==> config.mk <==
export PLATFORM = sky130hd
export DESIGN_NAME = csc_core_state
export DESIGN_NICKNAME = d
export VERILOG_FILES = /design/src/shared/csc_pkg.sv /design/src/hdl/csc_core_state.sv
export SDC_FILE = /design/constraint.sdc
export NUM_CORES = 1
export LEC_CHECK = 0
export BUFFER_PORTS_ARGS = -buffer_cell sky130_fd_sc_hd__buf_4
export CAP_MARGIN = 20
export CORE_MARGIN = 10
export CORE_UTILIZATION = 25
export DETAILED_ROUTE_END_ITERATION = 6
export PLACE_DENSITY_LB_ADDON = 0.3
export SYNTH_ARGS = -nofsm -noshare
export SYNTH_HDL_FRONTEND = slang
export SYNTH_SLANG_ARGS = --single-unit
==> constraint.sdc <==
create_clock -name clk -period 2.8 [get_ports clk]
set_clock_uncertainty 0.2 [all_clocks]
set_input_delay 0.42 -clock clk [delete_from_list [all_inputs] [get_ports clk]]
set_output_delay 0.42 -clock clk [all_outputs]
set_load 0.1 [all_outputs]
==> src/shared/csc_pkg.sv <==
// shared types and constants of the core state and clock select block
package csc_pkg;
	typedef enum logic [3:0] {
		CSC_OP_NONE, CSC_OP_FLAGZ, CSC_OP_ADD, CSC_OP_SUB,
		CSC_OP_RR, CSC_OP_RL, CSC_OP_MULU, CSC_OP_MULS,
		CSC_OP_PAGE, CSC_OP_RET, CSC_OP_RETI, CSC_OP_SKIP,
		CSC_OP_SPEED, CSC_OP_INTR
	} csc_op_type;

	// one retired instruction from the decoder
	typedef struct packed {
		csc_op_type op;
		logic [7:0] a;
		logic [7:0] b;
	} csc_instr_type;

	// register indices on the plain port
	localparam logic [2:0] CSC_A_STATUS = 3'h0;
	localparam logic [2:0] CSC_A_PRODH  = 3'h1;
	localparam logic [2:0] CSC_A_SPEED  = 3'h2;
	localparam logic [2:0] CSC_A_ISPEED = 3'h3;
	localparam logic [2:0] CSC_A_VECL   = 3'h4;
	localparam logic [2:0] CSC_A_VECH   = 3'h5;
	localparam logic [2:0] CSC_A_WORK   = 3'h6;

	// status fields
	localparam int CSC_S_C   = 0;
	localparam int CSC_S_DC  = 1;
	localparam int CSC_S_Z   = 2;
	localparam int CSC_S_SSF = 3;
	localparam int CSC_S_SAR = 4;
	localparam int CSC_S_PG  = 5;
	// speed fields
	localparam int CSC_SP_PLL = 7;
	localparam int CSC_SP_OSC = 6;
	localparam int CSC_SP_CLK = 4;
	localparam int CSC_SP_DIV = 0;

	localparam logic [7:0] CSC_RST_STATUS = 8'h00;
	localparam logic [7:0] CSC_RST_SPEED  = 8'h00;
	localparam logic [7:0] CSC_RST_ISPEED = 8'h00;
	localparam logic [15:0] CSC_RST_VEC   = 16'h0000;

	localparam logic [1:0] CSC_CLK_PLL = 2'h0;
	localparam logic [1:0] CSC_CLK_OSC = 2'h1;
	localparam logic [1:0] CSC_CLK_RTC = 2'h2;
	localparam logic [3:0] CSC_DIV_OFF = 4'hf;

	// core clock divisor minus one, codes 0 to 14
	localparam logic [7:0] CSC_DIV_TAB [15] = '{
		8'h00, 8'h01, 8'h02, 8'h03, 8'h04, 8'h05, 8'h07, 8'h09,
		8'h0b, 8'h0f, 8'h17, 8'h1f, 8'h2f, 8'h3f, 8'h7f};

	// system clocks per instruction fetched from flash, minus one
	localparam logic [1:0] CSC_FLASH_GAP = 2'h2;
	localparam int CSC_NUM_EXT_IRQ = 8;
	localparam int CSC_NUM_RST_SRC = 5;
endpackage

==> src/hdl/csc_core_state.sv <==
// core condition flags, product high byte, speed register and clock select
//
// Chosen here: the address-and-strobe port and the address map.
`timescale 1ns/100ps
// Notes on behaviour
// - zero flag follows whether an affected result is zero.
// - digit carry is carry out of bit 3, inverted borrow on subtract.
// - carry is carry out of bit 7, inverted borrow on subtract.
// - rotate right loads carry with lsb, rotate left with msb.
// - three page bits extend 13-bit jump targets; page instruction sets them.
// - plain return skips if skip-after-return set, then clears it.
// - shadow skip flag records interrupt taken right after a skip.
// - product high byte to its register, low byte to working register.
// - speed register ignores writes; only speed, interrupt, interrupt return change it.
// - pll bit 0 enables multiplier, 1 disables it.
// - oscillator bit 1 stops oscillator and blocks external clock.
// - source field picks pll, oscillator, slow timer clock or off.
// - divisor field divides system clock by table; code 1111 stops it.
// - flash fetches at most one per three system clocks, ram one per clock; code grants one per two at divisor 1 or 2 if system clocks skip cycles.
// - one software vector; peripherals and eight external inputs interrupt.
// - core reset by pin, power-on, brown-out, watchdog or debug port.
// - taking an interrupt copies interrupt speed setting into speed register.
module csc_core_state
	import csc_pkg::*;
(
	input  wire logic                       clk,        // 40 MHz clock
	input  wire logic                       arst_n,     // async reset
	input  wire csc_instr_type              instr,      // retired instruction
	input  wire logic [2:0]                 reg_addr,   // register index
	input  wire logic [7:0]                 reg_wdata,  // write data
	input  wire logic                       reg_wr,     // write strobe
	input  wire logic                       reg_rd,     // read strobe
	output logic      [7:0]                 reg_rdata,  // read data
	input  wire logic                       pll_tick,   // pll clock strobe
	input  wire logic                       osc_tick,   // oscillator strobe
	input  wire logic                       rtc_tick,   // slow clock strobe
	input  wire logic                       fetch_req,  // core wants a fetch
	input  wire logic                       fetch_ram,  // fetch is from ram
	input  wire logic [CSC_NUM_EXT_IRQ-1:0] irq_ext,    // external requests
	input  wire logic                       irq_periph, // peripheral request
	input  wire logic [CSC_NUM_RST_SRC-1:0] rst_src,    // reset sources
	output logic      [7:0]                 status_r,   // condition flags
	output logic      [7:0]                 prodh_r,    // product high byte
	output logic      [7:0]                 work_r,     // working register
	output logic      [7:0]                 speed_r,    // speed register
	output logic                            skip_r,     // skipping state
	output logic                            pll_en_r,   // multiplier on
	output logic                            osc_en_r,   // oscillator on
	output logic                            core_tick_r,// core clock enable
	output logic                            fetch_ok_r, // fetch granted
	output logic                            irq_r,      // interrupt request
	output logic      [15:0]                vector_r,   // interrupt vector
	output logic                            core_rst_r  // core reset
);

	logic [7:0] ispeed_r;
	logic [7:0] saved_speed_r;
	logic [8:0] sum;
	logic [4:0] sum_lo;
	logic [15:0] prod;
	logic [7:0] res;
	logic       sys_tick;
	logic [7:0] div_cnt_r;
	logic [7:0] div_lim_r;
	logic       div_off_r;
	logic [1:0] gap_r;
	logic       wr_status;

	////////////////////////////////////////////////////////////////////
	// arithmetic

	always_comb begin
		sum = 9'h000;
		sum_lo = 5'h00;
		prod = 16'h0000;
		res = instr.a;
		case (instr.op)
			CSC_OP_ADD: begin
				sum = {1'b0, instr.a} + {1'b0, instr.b};
				sum_lo = {1'b0, instr.a[3:0]} + {1'b0, instr.b[3:0]};
				res = sum[7:0];
			end
			CSC_OP_SUB: begin
				// a + ~b + 1 so carry out is the inverted borrow
				sum = {1'b0, instr.a} + {1'b0, ~instr.b} + 9'h001;
				sum_lo = {1'b0, instr.a[3:0]} + {1'b0, ~instr.b[3:0]}
					+ 5'h01;
				res = sum[7:0];
			end
			CSC_OP_RR: res = {status_r[CSC_S_C], instr.a[7:1]};
			CSC_OP_RL: res = {instr.a[6:0], status_r[CSC_S_C]};
			CSC_OP_MULU: begin
				prod = instr.a * instr.b;
				res = prod[7:0];
			end
			CSC_OP_MULS: begin
				prod = 16'($signed({{8{instr.a[7]}}, instr.a})
					* $signed({{8{instr.b[7]}}, instr.b}));
				res = prod[7:0];
			end
			default: res = instr.a;
		endcase
	end

	assign wr_status = reg_wr && (reg_addr == CSC_A_STATUS);

	////////////////////////////////////////////////////////////////////
	// status register; hardware updates win over a software write

	always_ff @(posedge clk or negedge arst_n) begin
		if (!arst_n) begin
			status_r <= CSC_RST_STATUS;
		end else begin
			status_r <= wr_status ? reg_wdata : status_r;
			case (instr.op)
				CSC_OP_FLAGZ: status_r[CSC_S_Z] <= (res == 8'h00);
				CSC_OP_ADD, CSC_OP_SUB: begin
					status_r[CSC_S_Z] <= (res == 8'h00);
					status_r[CSC_S_DC] <= sum_lo[4];
					status_r[CSC_S_C] <= sum[8];
				end
				CSC_OP_RR: status_r[CSC_S_C] <= instr.a[0];
				CSC_OP_RL: status_r[CSC_S_C] <= instr.a[7];
				CSC_OP_PAGE: status_r[7:CSC_S_PG] <= instr.b[2:0];
				CSC_OP_RET: status_r[CSC_S_SAR] <= 1'b0;
				CSC_OP_INTR: status_r[CSC_S_SSF] <= skip_r;
				default: ;
			endcase
		end
	end

	// skip state: the instruction after a skip is flushed
	always_ff @(posedge clk or negedge arst_n) begin
		if (!arst_n) begin
			skip_r <= 1'b0;
		end else if (instr.op == CSC_OP_SKIP) begin
			skip_r <= 1'b1;
		end else if (instr.op == CSC_OP_RET) begin
			skip_r <= status_r[CSC_S_SAR];
		end else if (instr.op != CSC_OP_NONE) begin
			// interrupt return and interrupt entry also leave skipping
			skip_r <= 1'b0;
		end
	end

	always_ff @(posedge clk or negedge arst_n) begin
		if (!arst_n) begin
			prodh_r <= 8'h00;
			work_r <= 8'h00;
		end else begin
			if (instr.op == CSC_OP_MULU || instr.op == CSC_OP_MULS) begin
				prodh_r <= prod[15:8];
			end else if (reg_wr && reg_addr == CSC_A_PRODH) begin
				prodh_r <= reg_wdata;
			end
			if (instr.op inside {CSC_OP_ADD, CSC_OP_SUB, CSC_OP_RR,
				CSC_OP_RL, CSC_OP_MULU, CSC_OP_MULS}) begin
				work_r <= res;
			end else if (reg_wr && reg_addr == CSC_A_WORK) begin
				work_r <= reg_wdata;
			end
		end
	end

	////////////////////////////////////////////////////////////////////
	// speed registers

	always_ff @(posedge clk or negedge arst_n) begin
		if (!arst_n) begin
			speed_r <= CSC_RST_SPEED;
			saved_speed_r <= CSC_RST_SPEED;
		end else begin
			// no register write path reaches speed_r
			case (instr.op)
				CSC_OP_SPEED: speed_r <= instr.b;
				CSC_OP_INTR: begin
					saved_speed_r <= speed_r;
					speed_r <= ispeed_r;
				end
				CSC_OP_RETI: speed_r <= saved_speed_r;
				default: ;
			endcase
		end
	end

	always_ff @(posedge clk or negedge arst_n) begin
		if (!arst_n) begin
			ispeed_r <= CSC_RST_ISPEED;
			vector_r <= CSC_RST_VEC;
		end else if (reg_wr) begin
			if (reg_addr == CSC_A_ISPEED) begin
				ispeed_r <= reg_wdata;
			end else if (reg_addr == CSC_A_VECL) begin
				vector_r[7:0] <= reg_wdata;
			end else if (reg_addr == CSC_A_VECH) begin
				vector_r[15:8] <= reg_wdata;
			end
		end
	end

	always_ff @(posedge clk or negedge arst_n) begin
		if (!arst_n) begin
			reg_rdata <= 8'h00;
		end else if (reg_rd) begin
			if (reg_addr == CSC_A_STATUS) begin
				reg_rdata <= status_r;
			end else if (reg_addr == CSC_A_PRODH) begin
				reg_rdata <= prodh_r;
			end else if (reg_addr == CSC_A_SPEED) begin
				reg_rdata <= speed_r;
			end else if (reg_addr == CSC_A_ISPEED) begin
				reg_rdata <= ispeed_r;
			end else if (reg_addr == CSC_A_VECL) begin
				reg_rdata <= vector_r[7:0];
			end else if (reg_addr == CSC_A_VECH) begin
				reg_rdata <= vector_r[15:8];
			end else if (reg_addr == CSC_A_WORK) begin
				reg_rdata <= work_r;
			end else begin
				reg_rdata <= 8'h00;
			end
		end else begin
			reg_rdata <= 8'h00;
		end
	end

	////////////////////////////////////////////////////////////////////
	// clock source and core divider

	always_ff @(posedge clk or negedge arst_n) begin
		if (!arst_n) begin
			pll_en_r <= 1'b0;
			osc_en_r <= 1'b0;
		end else begin
			pll_en_r <= !speed_r[CSC_SP_PLL];
			osc_en_r <= !speed_r[CSC_SP_OSC];
		end
	end

	// a stopped source gives no strobes even if selected
	always_comb begin
		case (speed_r[CSC_SP_CLK+:2])
			CSC_CLK_PLL: sys_tick = pll_tick && pll_en_r;
			CSC_CLK_OSC: sys_tick = osc_tick && osc_en_r;
			CSC_CLK_RTC: sys_tick = rtc_tick;
			default: sys_tick = 1'b0;
		endcase
	end

	// new divisor is taken only at the end of a full period, so a
	// change never shortens the period in progress
	always_ff @(posedge clk or negedge arst_n) begin
		if (!arst_n) begin
			div_cnt_r <= 8'h00;
			div_lim_r <= 8'h00;
			div_off_r <= 1'b1;
			core_tick_r <= 1'b0;
		end else begin
			core_tick_r <= 1'b0;
			if (div_off_r || (sys_tick && div_cnt_r >= div_lim_r)) begin
				div_cnt_r <= 8'h00;
				core_tick_r <= sys_tick && !div_off_r;
				div_off_r <= speed_r[CSC_SP_DIV+:4] == CSC_DIV_OFF;
				if (speed_r[CSC_SP_DIV+:4] != CSC_DIV_OFF) begin
					div_lim_r <= CSC_DIV_TAB[speed_r[CSC_SP_DIV+:4]];
				end
			end else if (sys_tick) begin
				div_cnt_r <= div_cnt_r + 8'h01;
			end
		end
	end

	// flash is slower than ram; fetches from it need spaced system clocks
	always_ff @(posedge clk or negedge arst_n) begin
		if (!arst_n) begin
			gap_r <= CSC_FLASH_GAP;
			fetch_ok_r <= 1'b0;
		end else begin
			fetch_ok_r <= 1'b0;
			if (core_tick_r && fetch_req && fetch_ram) begin
				fetch_ok_r <= 1'b1;
			end else if (core_tick_r && fetch_req && gap_r == CSC_FLASH_GAP) begin
				fetch_ok_r <= 1'b1;
				gap_r <= 2'h0;
			end else if (sys_tick && gap_r != CSC_FLASH_GAP) begin
				gap_r <= gap_r + 2'h1;
			end
		end
	end

	////////////////////////////////////////////////////////////////////
	// interrupt and reset gathering

	always_ff @(posedge clk or negedge arst_n) begin
		if (!arst_n) begin
			irq_r <= 1'b0;
			core_rst_r <= 1'b1;
		end else begin
			irq_r <= (|irq_ext) || irq_periph;
			core_rst_r <= |rst_src;
		end
	end

endmodule // csc_core_state

==> summary.log <==
qor: synth.synth_mux_area_frac 0.0875
qor: cts.worst_skew_pair.late_latency 0.36 ns
qor: sta.worst_pin_slew 1.01 ns
qor: setup_path.worst_path_max_delay_cell fa_1
qor: cts.numClockSinks 97
qor: synth.synthCells 1087
qor: floorplanning.die_y 220 um
qor: sta.achievable-frequency 216 MHz
qor: global_route.grt_first_pass_wirelength 50900 um
qor: cts.clockRootBuffer clkbuf_16
qor: job.timing.max_cap.violations 0
qor: setup_path.slowest_delay 0.56 ns
qor: synth.number_of_synthesized_flops_with_an_enable_pin 0
qor: global_route.grt_overflow 0
qor: synth.yosys.cell_types.count 73
qor: floorplanning.design.core.area 39600 um2
qor: floorplanning.design.portCount 117
qor: routing.wire_length_on_met1 15100 um
qor: layout.stdcell_area 13900 um2
qor: layout.most_common_library_cell_in_the_layout_ignoring_fill_and_taps buf_4
qor: power.p_per_cell_area 846 nW/um2
qor: layout.finish.utilization 0.350
qor: setup_path.worst_path_cell_chain buf_12 > and2_4 > fa_1 > inv_2 > fa_1 > inv_1 > fa_1 > inv_1 > fa_1 > inv_2 > ha_4 > a2111oi_4 > nor3_2 > a2111oi_4 > o21ai_2 > a21oi_2 > mux2_4 > a2bb2oi_2
qor: setup_path.crit_arrival 4.67 ns
qor: place.hpwl 27000 um
qor: status.failed_checks setup timing
qor: setup_path.crit_end prodh_r[6]
qor: status.outcome finished, violations left
qor: setup_path.critical_path.reg2reg.startpoint div_cnt_r[0]
qor: synth.synth_area_per_cell 9.21 um2
qor: layout.instances_no_fill 1862
qor: place.place_ws -2.27 ns
qor: routing.avgRoutedWirePerCell 17.6 um
qor: floorplanning.die_w 220 um
qor: place.placement.io_buffers 116
qor: cts.clock_path_buffers 2
qor: synth.post_synth_instance_area 10000 um2
qor: floorplanning.placementRows 73
qor: sta.grt_setup_unrepaired yes
qor: routing.final_antenna_net_count 0
qor: synth.yosysWarningCount 0
qor: global_route.grt_pass1_vias 9036
qor: sta.period_minus_slack 4.62 ns
qor: setup_path.critPathLaunchType primary input
qor: floorplanning.start_util 0.253
qor: sta.finalSetupTns -19.35 ns
qor: layout.post_route_cells_drive_above_1_share 0.372
qor: setup_path.crit-reg2reg-capture div_lim_r[3]
qor: synth.synth-compound-area-share 0.149
qor: synth.synth_top_family_by_area adder cells
qor: sta.slew-limit-headroom 0.324
qor: power.vdd_drop_max 0.000378 V
qor: routing.drt-total-wl 32800 um
qor: routing.wl_met3 1430 um
qor: cts.h-tree-depth 3
qor: routing.met2_wirelength 16000 um
qor: setup_path.timing.critical_path.mode_cell fa_1
qor: synth.synth-async-reset-ratio 1.00
qor: cts.cts_made_buffers 9
qor: synth.portion_of_the_post_synthesis_area_used_by_sequential_elements 0.243
qor: cts.clk_transition_reported_paths 0.08 ns
qor: synth.synth-xor-area-share 0.0324
qor: sta.setup_viol 14
qor: layout.areaGrowthSynthToFinish 38.5%
qor: sta.slew_violations 0
qor: synth.ys_dominant_reg_cell dfrtp_1
qor: min_path.min_path_type primary input to flop
qor: routing.drc_errors 0
qor: routing.dr_total_vias 8624
qor: place.gp_routability_congestion 0.872
qor: setup_path.cp_data_required_time 2.84 ns
qor: global_route.grtUsageTotal 0.134
qor: layout.fin_nets 1555
qor: sta.setup_slack -1.82 ns
qor: place.detailed_place.area 12800 um2
qor: layout.most-common-layout-cells buf_4 (234), inv_1 (151), dfrtp_1 (94)
qor: synth.synth_fa_ha_area_frac 0.278
qor: global_route.grt_antenna_before_repair 2
qor: setup_path.crit_type primary input to flop
qor: setup_path.setup.worst_path.end_class flop
qor: place.placed_cells 1828
qor: routing.route.detailed.vias_per_inst 4.63
qor: synth.synth_seq_cells 97
qor: sta.hold_viol 0
qor: routing.drt_first_pass_iters 5
qor: sta.hold_ws 0.0625 ns
qor: routing.routed.top_layer met4
qor: power.cellLeakagePower 6.53 nW
qor: synth.synth-simple-area-share 0.123
qor: sta.timing.final.crit_share 1.65
qor: cts.cts_tree done
qor: synth.net_count_after_synthesis 1311
qor: floorplanning.area_of_the_die 48500 um2
qor: setup_path.r2r_setup_slack 0.20 ns
qor: power.design_power_total 11.7 mW
qor: setup_path.reg2reg_depth 10
qor: routing.drt_first_iter_violations 415
qor: setup_path.critical_path.max_fanout 7
qor: setup_path.startpoint instr[2]
qor: global_route.pin_count_of_the_biggest_net_entering_global_routing 47
-- sequential cells by signal, indices dropped and copies added (netlist names), 2 cells and up --
name / flops
speed_r: 8
work_r: 8
gap_r: 2
saved_speed_r: 8
div_lim_r: 7
ispeed_r: 8
status_r: 8
div_cnt_r: 8
reg_rdata: 8
prodh_r: 8
vector_r: 16
-- how the worst min path moves through the flow --
stage / startpoint / to / slack (ns) / cells after the start
global route: rst_src[4] / core_rst_r / 0.06 / 3
detailed placement: arst_n / div_cnt_r[2] / 0.12 / 1
global placement: arst_n / div_cnt_r[2] / 0.12 / 1
CTS: rst_src[4] / core_rst_r / 0.06 / 3
finish: rst_src[4] / core_rst_r / 0.06 / 3
floorplan: arst_n / core_tick_r / -0.08 / 0
-- cells by family (layout without fill, tap and decap cells) --
group / count (synthesis) / in the layout
AND/OR/NAND/NOR: 255 / 255
adder cells (fa/ha/maj): 170 / 170
other: 0 / 1
buffers and inverters: 234 / 483
XOR/XNOR: 37 / 37
flip-flops: 97 / 97
multiplexers: 73 / 73
AO/OA/AOI/OAI: 221 / 221
-- Yosys cell counts, types with 3 or more instances --
master	instances	area [um2]
o21a_1	7	52.6
a21o_1	8	60.1
mux2i_1	29	290
dfstp_2	3	78.8
mux4_2	8	180
nand2b_1	12	75.1
o21bai_1	4	30.0
buf_2	4	20.0
ha_1	83	1040
a21oi_1	74	370
nor2_1	77	289
nand2_1	60	225
nand3_1	18	90.1
a221oi_1	5	43.8
o211ai_1	8	60.1
o21ai_0	41	205
xor2_1	15	131
nor4_1	3	18.8
clkbuf_1	38	143
and3_1	6	37.5
nor2b_1	9	56.3
a22o_1	7	61.3
nor3_1	17	85.1
and2_1	37	231
a211oi_1	12	90.1
xnor2_1	22	193
o2111ai_1	5	43.8
dfrtp_1	94	2350
mux2_2	35	394
fa_1	87	1740
o21ai_1	3	15.0
inv_1	191	717
a22oi_1	10	75.1
-- what timing repair did --
action,CTS,global route
resized for setup,88,83
gates cloned,0,0
setup endpoints to repair,15,14
setup buffers,10,12
hold buffers,1,0
hold endpoints to repair,16,0
pin swaps,43,62
-- worst max-delay path: cells and delay by family --
kind / cells / cell delay [ns]
mux: 1 / 0.31
buf+inv: 5 / 0.33
simple gates: 2 / 0.26
compound gates: 5 / 1.15
fa+ha+maj: 5 / 2.18
-- power by group --
part / internal, mW / switching, mW
Clock: 0.706 / 0.591
Sequential: 1.77 / 0.391
Combinational: 3.53 / 4.73
-- per-layer routing --
metal  GRT usage  vias up
met3      0.0178       17
met1       0.180     4346
met4      0.0253        0
met2       0.226      155
li1            -     4106
met5           0        -
-- cell type report --
class,count,area [um2]
Antenna cell,1,2.50
Tap cell,525,657
Timing Repair Buffer,276,2330
Multi-Input combinational cell,756,7410
Inverter,191,734
Clock inverter,6,72.6
Clock buffer,10,229
Fill cell,4048,25800
Sequential cell,97,2430
Power figures use the tool's default switching activity.
